**src/pkg/mcr_defs.svh**
```systemverilog
// Constants of the machine cycle rate manager: register indexes, field positions, resets, counts.
// Assumes the includer compares byte addresses against four times each register index.
`ifndef MCR_DEFS_SVH
`define MCR_DEFS_SVH

`define MCR_ADDR_W         12
`define MCR_IDX_EXT_IRQ    10'h091
`define MCR_IDX_PWR_CTRL   10'h0c4
`define MCR_IDX_STATUS     10'h0c5

`define MCR_DIV_HI_BIT     7
`define MCR_DIV_LO_BIT     6
`define MCR_RESTORE_EN_BIT 5
`define MCR_AMP_OFF_BIT    3
`define MCR_SRC_SEL_BIT    3
`define MCR_RING_FLAG_BIT  2
`define MCR_XTAL_RDY_BIT   4

`define MCR_DIV_RESET      2'h1
`define MCR_SRC_RESET      1'h1
`define MCR_RDY_RESET      1'h1

`define MCR_CLKS_4         11'h004
`define MCR_CLKS_64        11'h040
`define MCR_CLKS_1024      11'h400
`define MCR_WARMUP_TICKS   65536

`define MCR_RESP_OKAY      2'h0
`define MCR_RESP_SLVERR    2'h2

`endif

```
**src/pkg/mcr_pkg.sv**
```systemverilog
// Types of the machine cycle rate manager.
// Assumes nothing of its surroundings.
package mcr_pkg;

   typedef enum logic [1:0] {
      mcr_div_rsvd = 2'h0,
      mcr_div_4    = 2'h1,
      mcr_div_64   = 2'h2,
      mcr_div_1024 = 2'h3
   } mcr_div_e;

   typedef logic [10:0] mcr_cnt_t;

endpackage

```
**src/design/mcr_top.sv**
```systemverilog
// Machine cycle rate manager: source select, 4/64/1024 divider, hardware speed restore, status.
// Assumes source ticks, interrupt and serial inputs are synchronous one-clock-wide levels or pulses.
`timescale 1ns/1ns
`include "mcr_defs.svh"

module mcr_top #(
   parameter int NUM_EXT      = 6,
   parameter int WARMUP_TICKS = `MCR_WARMUP_TICKS
) (
   input  wire logic                   aclk,
   input  wire logic                   aresetn,
   input  wire logic [`MCR_ADDR_W-1:0] awaddr,
   input  wire logic                   awvalid,
   output      logic                   awready,
   input  wire logic [31:0]            wdata,
   input  wire logic [3:0]             wstrb,
   input  wire logic                   wvalid,
   output      logic                   wready,
   output      logic [1:0]             bresp,
   output      logic                   bvalid,
   input  wire logic                   bready,
   input  wire logic [`MCR_ADDR_W-1:0] araddr,
   input  wire logic                   arvalid,
   output      logic                   arready,
   output      logic [31:0]            rdata,
   output      logic [1:0]             rresp,
   output      logic                   rvalid,
   input  wire logic                   rready,
   input  wire logic                   xtal_tick,
   input  wire logic                   ring_tick,
   input  wire logic [NUM_EXT-1:0]     ext_irq_req,
   input  wire logic [NUM_EXT-1:0]     ext_irq_enable,
   input  wire logic [NUM_EXT-1:0]     ext_irq_high_prio,
   input  wire logic                   powerfail_level_active,
   input  wire logic                   high_level_active,
   input  wire logic                   low_level_active,
   input  wire logic                   port0_rx_busy,
   input  wire logic                   port0_tx_busy,
   input  wire logic                   port1_rx_busy,
   input  wire logic                   port1_tx_busy,
   input  wire logic                   port0_rx_enable,
   input  wire logic                   port0_start_edge,
   input  wire logic                   port1_rx_enable,
   input  wire logic                   port1_start_edge,
   input  wire logic                   port0_tx_buffer_write,
   input  wire logic                   port1_tx_buffer_write,
   output      logic                   machine_cycle,
   output      logic                   ring_active_flag,
   output      logic                   crystal_amp_disable,
   output      logic                   crystal_ready_flag
);

   // Register bus plumbing
   logic                   wr_en;
   logic [`MCR_ADDR_W-1:0] wr_addr;
   logic [31:0]            wr_data;
   logic [3:0]             wr_strb;
   logic                   wr_ok;
   logic [31:0]            rd_data;
   logic                   rd_ok;

   // Control state
   mcr_pkg::mcr_div_e div_req;
   mcr_pkg::mcr_div_e div_active;
   logic              auto_restore_enable;
   logic              source_select;
   logic              src_active;
   logic [1:0]        arm;
   logic [16:0]       warm_cnt;
   logic              restore_event;
   logic [NUM_EXT-1:0] ext_ok;
   logic              src_tick;

   logic wr_ext;
   logic wr_pwr;
   logic lane0;
   logic [7:0] wbyte;
   mcr_pkg::mcr_div_e wr_div;
   logic div_write_ok;
   logic src_write_ok;
   logic amp_write_ok;

   mcr_axil u_axil (
      .aclk    (aclk),
      .aresetn (aresetn),
      .awaddr  (awaddr),
      .awvalid (awvalid),
      .awready (awready),
      .wdata   (wdata),
      .wstrb   (wstrb),
      .wvalid  (wvalid),
      .wready  (wready),
      .bresp   (bresp),
      .bvalid  (bvalid),
      .bready  (bready),
      .araddr  (araddr),
      .arvalid (arvalid),
      .arready (arready),
      .rdata   (rdata),
      .rresp   (rresp),
      .rvalid  (rvalid),
      .rready  (rready),
      .wr_en   (wr_en),
      .wr_addr (wr_addr),
      .wr_data (wr_data),
      .wr_strb (wr_strb),
      .wr_ok   (wr_ok),
      .rd_data (rd_data),
      .rd_ok   (rd_ok)
   );

   // Write decode; byte lane 0 carries all eight register bits
   assign wr_ext = wr_en && (wr_addr[11:2] == `MCR_IDX_EXT_IRQ) && (wr_addr[1:0] == 2'h0);
   assign wr_pwr = wr_en && (wr_addr[11:2] == `MCR_IDX_PWR_CTRL) && (wr_addr[1:0] == 2'h0);
   assign wr_ok  = (wr_addr[1:0] == 2'h0) &&
                   ((wr_addr[11:2] == `MCR_IDX_EXT_IRQ) || (wr_addr[11:2] == `MCR_IDX_PWR_CTRL) ||
                    (wr_addr[11:2] == `MCR_IDX_STATUS));
   assign lane0  = wr_strb[0];
   assign wbyte  = wr_data[7:0];
   assign wr_div = mcr_pkg::mcr_div_e'(wbyte[`MCR_DIV_HI_BIT:`MCR_DIV_LO_BIT]);

   // Reduced rates only from a settled four-clock rate; reserved code is dropped
   assign div_write_ok = (wr_div == mcr_pkg::mcr_div_4) ||
                         ((wr_div != mcr_pkg::mcr_div_rsvd) &&
                          (div_active == mcr_pkg::mcr_div_4) &&
                          (div_req == mcr_pkg::mcr_div_4));
   // Crystal may be chosen only once warmed and running
   assign src_write_ok = !wbyte[`MCR_SRC_SEL_BIT] || source_select ||
                         (crystal_ready_flag && !crystal_amp_disable);
   // Amplifier may be turned off only while the ring is chosen
   assign amp_write_ok = !wbyte[`MCR_AMP_OFF_BIT] || !source_select;

   // Interrupt may restore speed only if the in-service level would let it through
   genvar gi;
   generate
      for (gi = 0; gi < NUM_EXT; gi++) begin : g_ext
         assign ext_ok[gi] = ext_irq_req[gi] && ext_irq_enable[gi] &&
                             !powerfail_level_active && !high_level_active &&
                             (ext_irq_high_prio[gi] || !low_level_active);
      end
   endgenerate

   assign restore_event = auto_restore_enable &&
                          ((|ext_ok) ||
                           (port0_rx_enable && port0_start_edge) ||
                           (port1_rx_enable && port1_start_edge) ||
                           port0_tx_buffer_write || port1_tx_buffer_write);

   // Divider request and restore enable; a restore wins over a same-cycle write
   always_ff @(posedge aclk) begin
      if (!aresetn) begin
         div_req             <= mcr_pkg::mcr_div_e'(`MCR_DIV_RESET);
         auto_restore_enable <= 1'b0;
      end else begin
         if (wr_pwr && lane0) begin
            auto_restore_enable <= wbyte[`MCR_RESTORE_EN_BIT];
            if (div_write_ok) begin
               div_req <= wr_div;
            end
         end
         if (restore_event) begin
            div_req <= mcr_pkg::mcr_div_4;
         end
      end
   end

   // Source request and amplifier control
   always_ff @(posedge aclk) begin
      if (!aresetn) begin
         source_select       <= `MCR_SRC_RESET;
         crystal_amp_disable <= 1'b0;
      end else begin
         if (wr_ext && lane0 && src_write_ok) begin
            source_select <= wbyte[`MCR_SRC_SEL_BIT];
         end
         if (wr_pwr && lane0 && amp_write_ok) begin
            crystal_amp_disable <= wbyte[`MCR_AMP_OFF_BIT];
         end
      end
   end

   // Crystal warm-up; counts only crystal ticks after the amplifier is back on
   always_ff @(posedge aclk) begin
      if (!aresetn) begin
         warm_cnt           <= 17'h00000;
         crystal_ready_flag <= `MCR_RDY_RESET;
      end else if (crystal_amp_disable) begin
         warm_cnt           <= 17'h00000;
         crystal_ready_flag <= 1'b0;
      end else if (!crystal_ready_flag && xtal_tick) begin
         if (warm_cnt == 17'(WARMUP_TICKS - 1)) begin
            crystal_ready_flag <= 1'b1;
         end
         warm_cnt <= warm_cnt + 17'h00001;
      end
   end

   // Arm count: 2 lets one further machine cycle pass, 1 applies at the next boundary
   always_ff @(posedge aclk) begin
      if (!aresetn) begin
         arm <= 2'h0;
      end else if (restore_event) begin
         arm <= 2'h1;
      end else if ((wr_pwr || wr_ext) && lane0) begin
         arm <= 2'h2;
      end else if (machine_cycle && (arm != 2'h0)) begin
         arm <= arm - 2'h1;
      end
   end

   // Active divider and source change only on a boundary pulse
   always_ff @(posedge aclk) begin
      if (!aresetn) begin
         div_active       <= mcr_pkg::mcr_div_e'(`MCR_DIV_RESET);
         src_active       <= `MCR_SRC_RESET;
         ring_active_flag <= 1'b0;
      end else if (machine_cycle && (arm == 2'h1)) begin
         div_active       <= div_req;
         src_active       <= source_select;
         ring_active_flag <= !source_select;
      end
   end

   // One divider for both sources; src_active picks crystal or ring ticks
   assign src_tick = src_active ? xtal_tick : ring_tick;

   mcr_cycle_div u_div (
      .aclk       (aclk),
      .aresetn    (aresetn),
      .src_tick   (src_tick),
      .div_code   (div_active),
      .cycle_tick (machine_cycle)
   );

   // Read mux; reserved bits read zero
   always_comb begin
      rd_data = 32'h00000000;
      rd_ok   = (araddr[1:0] == 2'h0);
      case (araddr[11:2])
         `MCR_IDX_EXT_IRQ: begin
            rd_data[`MCR_SRC_SEL_BIT]   = source_select;
            rd_data[`MCR_RING_FLAG_BIT] = ring_active_flag;
         end
         `MCR_IDX_PWR_CTRL: begin
            rd_data[`MCR_DIV_HI_BIT:`MCR_DIV_LO_BIT] = div_req;
            rd_data[`MCR_RESTORE_EN_BIT]             = auto_restore_enable;
            rd_data[`MCR_AMP_OFF_BIT]                = crystal_amp_disable;
         end
         `MCR_IDX_STATUS: begin
            rd_data[7:5] = {powerfail_level_active, high_level_active, low_level_active};
            rd_data[`MCR_XTAL_RDY_BIT] = crystal_ready_flag;
            rd_data[3:0] = {port1_tx_busy, port1_rx_busy, port0_tx_busy, port0_rx_busy};
         end
         default: begin
            rd_ok = 1'b0;
         end
      endcase
      // Misaligned reads answer with an error and must not leak register bits
      if (araddr[1:0] != 2'h0) begin
         rd_data = 32'h00000000;
      end
   end

endmodule // mcr_top

```
**src/design/mcr_cycle_div.sv**
```systemverilog
// Machine cycle divider: counts source ticks and emits one pulse per machine cycle.
// Assumes the divider code only changes in the cycle of a boundary pulse.
`timescale 1ns/1ns
`include "mcr_defs.svh"

module mcr_cycle_div (
   input  wire logic              aclk,
   input  wire logic              aresetn,
   input  wire logic              src_tick,
   input  wire mcr_pkg::mcr_div_e div_code,
   output      logic              cycle_tick
);

   mcr_pkg::mcr_cnt_t cnt;
   mcr_pkg::mcr_cnt_t last;

   always_comb begin
      case (div_code)
         mcr_pkg::mcr_div_64:   last = `MCR_CLKS_64 - 11'h001;
         mcr_pkg::mcr_div_1024: last = `MCR_CLKS_1024 - 11'h001;
         default:               last = `MCR_CLKS_4 - 11'h001;
      endcase
   end

   // Counter restarts at each boundary, so a new ratio never cuts a cycle short
   always_ff @(posedge aclk) begin
      if (!aresetn) begin
         cnt        <= 11'h000;
         cycle_tick <= 1'b0;
      end else begin
         cycle_tick <= src_tick && (cnt == last);
         if (src_tick) begin
            cnt <= (cnt == last) ? 11'h000 : cnt + 11'h001;
         end
      end
   end

endmodule // mcr_cycle_div

```
**src/design/mcr_axil.sv**
```systemverilog
// AXI4-Lite slave front end: takes address and data in either order, one access each way.
// Assumes the owner decodes the address and answers wr_ok and rd_ok in the same cycle.
`timescale 1ns/1ns
`include "mcr_defs.svh"

module mcr_axil (
   input  wire logic                   aclk,
   input  wire logic                   aresetn,
   input  wire logic [`MCR_ADDR_W-1:0] awaddr,
   input  wire logic                   awvalid,
   output      logic                   awready,
   input  wire logic [31:0]            wdata,
   input  wire logic [3:0]             wstrb,
   input  wire logic                   wvalid,
   output      logic                   wready,
   output      logic [1:0]             bresp,
   output      logic                   bvalid,
   input  wire logic                   bready,
   input  wire logic [`MCR_ADDR_W-1:0] araddr,
   input  wire logic                   arvalid,
   output      logic                   arready,
   output      logic [31:0]            rdata,
   output      logic [1:0]             rresp,
   output      logic                   rvalid,
   input  wire logic                   rready,
   output      logic                   wr_en,
   output      logic [`MCR_ADDR_W-1:0] wr_addr,
   output      logic [31:0]            wr_data,
   output      logic [3:0]             wr_strb,
   input  wire logic                   wr_ok,
   input  wire logic [31:0]            rd_data,
   input  wire logic                   rd_ok
);

   logic aw_held;
   logic w_held;

   assign wr_en = aw_held && w_held && !bvalid;

   always_ff @(posedge aclk) begin
      if (!aresetn) begin
         awready <= 1'b1;
         wready  <= 1'b1;
         aw_held <= 1'b0;
         w_held  <= 1'b0;
         wr_addr <= '0;
         wr_data <= 32'h00000000;
         wr_strb <= 4'h0;
         bvalid  <= 1'b0;
         bresp   <= `MCR_RESP_OKAY;
      end else begin
         if (awvalid && awready) begin
            awready <= 1'b0;
            aw_held <= 1'b1;
            wr_addr <= awaddr;
         end
         if (wvalid && wready) begin
            wready  <= 1'b0;
            w_held  <= 1'b1;
            wr_data <= wdata;
            wr_strb <= wstrb;
         end
         if (wr_en) begin
            bvalid  <= 1'b1;
            bresp   <= wr_ok ? `MCR_RESP_OKAY : `MCR_RESP_SLVERR;
            aw_held <= 1'b0;
            w_held  <= 1'b0;
         end
         if (bvalid && bready) begin
            bvalid  <= 1'b0;
            awready <= 1'b1;
            wready  <= 1'b1;
         end
      end
   end

   // Read data is captured at the address edge, so rdata stands unchanged while stalled
   always_ff @(posedge aclk) begin
      if (!aresetn) begin
         arready <= 1'b1;
         rvalid  <= 1'b0;
         rdata   <= 32'h00000000;
         rresp   <= `MCR_RESP_OKAY;
      end else begin
         if (arvalid && arready) begin
            arready <= 1'b0;
            rvalid  <= 1'b1;
            rdata   <= rd_data;
            rresp   <= rd_ok ? `MCR_RESP_OKAY : `MCR_RESP_SLVERR;
         end
         if (rvalid && rready) begin
            rvalid  <= 1'b0;
            arready <= 1'b1;
         end
      end
   end

endmodule // mcr_axil

```
**config.mk**
```make
export PLATFORM = sky130hd
export DESIGN_NAME = mcr_top
export DESIGN_NICKNAME = d
export VERILOG_FILES = /design/src/pkg/mcr_pkg.sv /design/src/design/mcr_top.sv /design/src/design/mcr_cycle_div.sv /design/src/design/mcr_axil.sv
export VERILOG_INCLUDE_DIRS = /design/src /design/src/pkg
export SDC_FILE = /design/constraint.sdc
export NUM_CORES = 1
export LEC_CHECK = 0
export ABC_CLOCK_PERIOD_IN_PS = 1900
export BUFFER_PORTS_ARGS = -buffer_cell sky130_fd_sc_hd__buf_2
export CORE_ASPECT_RATIO = 0.8
export CORE_MARGIN = 2
export CORE_UTILIZATION = 48
export CTS_BUF_LIST = sky130_fd_sc_hd__clkbuf_8 sky130_fd_sc_hd__clkbuf_16
export DETAILED_ROUTE_END_ITERATION = 12
export GPL_ROUTABILITY_DRIVEN = 0
export HOLD_SLACK_MARGIN = 0.12
export MAX_ROUTING_LAYER = met4
export PLACE_DENSITY = 0.8
export RECOVER_POWER = 100
export SYNTH_ARGS = -nofsm -noshare
export SYNTH_HDL_FRONTEND = slang
export SYNTH_SLANG_ARGS = --single-unit
export TNS_END_PERCENT = 30
```
**constraint.sdc**
```tcl
create_clock -name aclk -period 1.9 [get_ports aclk]
set_input_delay 0.38 -clock aclk [delete_from_list [all_inputs] [get_ports aclk]]
set_output_delay 0.38 -clock aclk [all_outputs]
set_load 0.05 [all_outputs]
```
==> results.sh <==
export IMPL_outcome="finished, final reports clean"
export IMPL_hold_path_end="u_axil.awready"
export IMPL_synth_cells=421
export IMPL_detailedPlacementHpwl_um=6152
export IMPL_critical_path_max_stage_delay_ns=0.53
export IMPL_worst_slack_ns=0.05208
export IMPL_setup_tns_ns=0
export IMPL_overall_via_count_from_detail_route=3204
export IMPL_ios=145
export IMPL_netlist_top_cells_area="sky130_fd_sc_hd__dfxtp_1 (43%), sky130_fd_sc_hd__nand2_1 (6.8%), sky130_fd_sc_hd__buf_4 (5.6%)"
export IMPL_finalCriticalPeriod_ns=1.848
export IMPL_die_h_um=80.02
export IMPL_grt_first_pass_wirelength_um=13360
export IMPL_crit_path_start_kind="register"
export IMPL_grt_start_max_net_pins=18
export IMPL_ff2ff_setup_slack_ns=0.05
export IMPL_worst_hold_slack_ns=0.2480
export IMPL_router_iterations_before_antenna_repair=4
export IMPL_clock_fmax_ghz=0.5412
export IMPL_timing_max_cap_violations=0
export IMPL_synthMostInstantiatedCell="sky130_fd_sc_hd__dfxtp_1"
export IMPL_via_per_inst=5.252
export IMPL_power_leakage_nw=1.737
export IMPL_worst_slew_pin_transition_ns=0.6456
export IMPL_worstSetupPathType="register to register"
export IMPL_power_density_relative_to_cell_area_mw_per_mm2=834.3
export IMPL_min_from="awvalid"
export IMPL_synth_main_ff_cell="sky130_fd_sc_hd__dfxtp_1"
export IMPL_cell_row_count=27
export IMPL_grt_ovfl_total=0
export IMPL_routed_wl_met3_um=483
export IMPL_total_number_of_clock_tree_sinks=75
export IMPL_rsz0062_at_grt="false"
export IMPL_crit_required_ns=2.13
export IMPL_holdPathStages=2
export IMPL_critical_path_endpoint_category="register"
export IMPL_crit_reg2reg_capture="u_div.cnt[0]"
export IMPL_wl_per_cell_um=13.09
export IMPL_synth_sequential_area_ratio_pct=43.31
export IMPL_final_hold_viol_count=0
export IMPL_postSynth_asyncResetShare_pct=0
export IMPL_synth_ff_latch_count=75
export IMPL_die_w_um=99.02
export IMPL_antenna_found_initial=0
export IMPL_cts_setup_buffers=0
export IMPL_placement_setup_worst_slack_ns=0.03077
export IMPL_timing_critical_path_cells="or4_1 > mux2_2 > or4_4 > nand2_8 > nor2_1"
export IMPL_design_die_area_mm2=0.007923
export IMPL_synth_warning_count=0
export IMPL_min_path_type="input pin to register"
export IMPL_highest_ir_drop_seen_on_vdd_mv=0.4700
export IMPL_post_synth_top_area_cell="sky130_fd_sc_hd__dfxtp_1"
export IMPL_nFillCells=624
export IMPL_mappedNetlistArea_mm2=0.003467
export IMPL_drc=0
export IMPL_tritoncts_clock_tree="yes"
export IMPL_regToRegStartpoint="u_div.cnt[2]"
export IMPL_finalMaxSlewViolations=0
export IMPL_initial_utilization_pct=50.06
export IMPL_cp_arrival_ns=2.07
export IMPL_detail_route_iter0_violations=149
export IMPL_clk_path_buf_depth=2
export IMPL_postRouteAntennaNets=0
export IMPL_grt_pass1_vias=3036
export IMPL_cts_buffers_inserted=9
export IMPL_final_layout_size_suffix_gt1_share_pct=18.55
export IMPL_area_growth_syn_to_layout_pct=20.17
export IMPL_synth_top_cell_area_share_pct=43.31
export IMPL_met2_length_um=3869
export IMPL_track_usage_pct=21.52
export IMPL_clock_latency_ns=0.34
export IMPL_path_max_fanout=9
export IMPL_port_buffer_count=87
export IMPL_timing_max_slew_rel_slack_pct=56.93
export IMPL_synth_avg_cell_area_um2=8.235
export IMPL_nNetsFinal=624
export IMPL_clk_root_buffer_cell="sky130_fd_sc_hd__clkbuf_8"
export IMPL_core_mm2=0.006925
export IMPL_reg2reg_depth=5
export IMPL_clkTransAtPathRegs_ns=0.08
export IMPL_worst_path_max_delay_cell="sky130_fd_sc_hd__or4_1"
export IMPL_num_antenna_cells=0
export IMPL_number_of_flops_mapped_to_enable_cells_by_yosys=0
export IMPL_top_layer="met4"
export IMPL_leading_cell_types_by_count_after_synthesis="sky130_fd_sc_hd__dfxtp_1 (75), sky130_fd_sc_hd__nand2_1 (63), sky130_fd_sc_hd__nor2_1 (51)"
export IMPL_finalClockSkew_ns=0.01307
export IMPL_cts_max_level=3
export IMPL_total_setup_violations_reported_at_the_end_of_the_flow=0
export IMPL_wirelength_met1_um=3558
export IMPL_final_period_utilization_pct=97.26
export IMPL_drt_wl_total_um=7985
export IMPL_synthDistinctLibCells=47
[through the flow]
stage | power (W) | cells | utilization, % | area (um^2)
2_1_floorplan | 0.001986 | 446 | - | 3561
3_3_place_gp | 0.002060 | 595 | 57.15 | 3958
3_5_place_dp | 0.002070 | 595 | 57.15 | 3958
4_1_cts | 0.003510 | 610 | 60.60 | 4197
5_1_grt | 0.003618 | 610 | 60.16 | 4167
6_report | 0.003476 | 610 | 60.16 | 4167
[sequential cells by signal, indices dropped and copies added (netlist names), 2 cells and up]
signal          flops
warm_cnt           17
u_axil.wr_addr     12
u_div.cnt          11
u_axil.rdata        8
u_axil.wr_data      4
arm                 2
div_active          2
div_req             2
[logic make-up after synthesis]
group / count (synthesis) / synth area share (%)
AO/OA/AOI/OAI: 71 / 11.73
buffers and inverters: 51 / 8.372
adder cells (fa/ha/maj): 5 / 1.804
multiplexers: 9 / 2.707
XOR/XNOR: 23 / 5.810
other: 1 / 0.1082
flip-flops: 75 / 43.31
AND/OR/NAND/NOR: 186 / 26.16
[layer usage]
| metal | vias to the layer above | GRT usage (%) |
|---|---|---|
| met1 | 1500 | 25.32 |
| li1 | 1595 | - |
| met3 | 6 | 5.342 |
| met2 | 103 | 35.88 |
| met4 | 0 | 8.082 |
| met5 | - | - |
[worst max path at each step]
| stage | from | to | slack [ns] | depth (start not counted) |
|---|---|---|---|---|
| 2_1_floorplan | u_div.cnt[2] | u_div.cnt[5] | 0.1 | 5 |
| 3_3_place_gp | u_div.cnt[2] | u_div.cnt[0] | 0.09 | 5 |
| 3_5_place_dp | u_div.cnt[2] | u_div.cnt[0] | 0.03 | 5 |
| 4_1_cts | u_div.cnt[2] | u_div.cnt[0] | 0.02 | 5 |
| 5_1_grt | u_div.cnt[2] | u_div.cnt[0] | 0.007 | 5 |
| 6_report | u_div.cnt[2] | u_div.cnt[0] | 0.05 | 5 |
[timing repair]
action | 4_1_cts | 5_1_grt
hold buffers | 0 | 0
endpoints found under the setup margin | 0 | 7
resized for setup | 0 | 3
[final cells by class]
class | instances | area, um^2 | area share, %
sequential | 75 | 1503 | 36.07
tap | 87 | 108.9 | 2.613
inverter | 14 | 52.55 | 1.261
multi-input combinational | 320 | 1784 | 42.82
clock inverter | 6 | 115.1 | 2.763
timing repair buffer | 99 | 479.2 | 11.50
clock buffer | 9 | 123.9 | 2.973
[power by group]
| group | total [W] | switching, W | leakage, nW | internal [W] |
|---|---|---|---|---|
| Clock | 0.00144 | 0.000574 | 0.115 | 0.000869 |
| Sequential | 0.00164 | 0.0000328 | 0.610 | 0.00161 |
| Combinational | 0.000390 | 0.000275 | 1.01 | 0.000115 |
| Total | 0.00348 | 0.000882 | 1.74 | 0.00259 |
[critical path: cells and delay by family (launching register included)]
family	cells	cell delay, ns
multiplexers	1	0.28
AND/OR/NAND/NOR	4	1.15
flip-flops	1	0.31
[placed cells by master (no fill, tap or decap), types with 6 or more instances in the layout]
master	n
sky130_fd_sc_hd__a21oi_1	37
sky130_fd_sc_hd__buf_2	67
sky130_fd_sc_hd__buf_4	6
sky130_fd_sc_hd__clkbuf_1	25
sky130_fd_sc_hd__clkbuf_8	9
sky130_fd_sc_hd__conb_1	26
sky130_fd_sc_hd__dfxtp_1	74
sky130_fd_sc_hd__inv_1	13
sky130_fd_sc_hd__mux2i_1	6
sky130_fd_sc_hd__nand2_1	63
sky130_fd_sc_hd__nand3_1	14
sky130_fd_sc_hd__nand4_1	11
sky130_fd_sc_hd__nor2_1	51
sky130_fd_sc_hd__nor2b_1	8
sky130_fd_sc_hd__o21ai_0	16
sky130_fd_sc_hd__xnor2_1	11
sky130_fd_sc_hd__xor2_1	12
(Power assumes the default switching activity.)
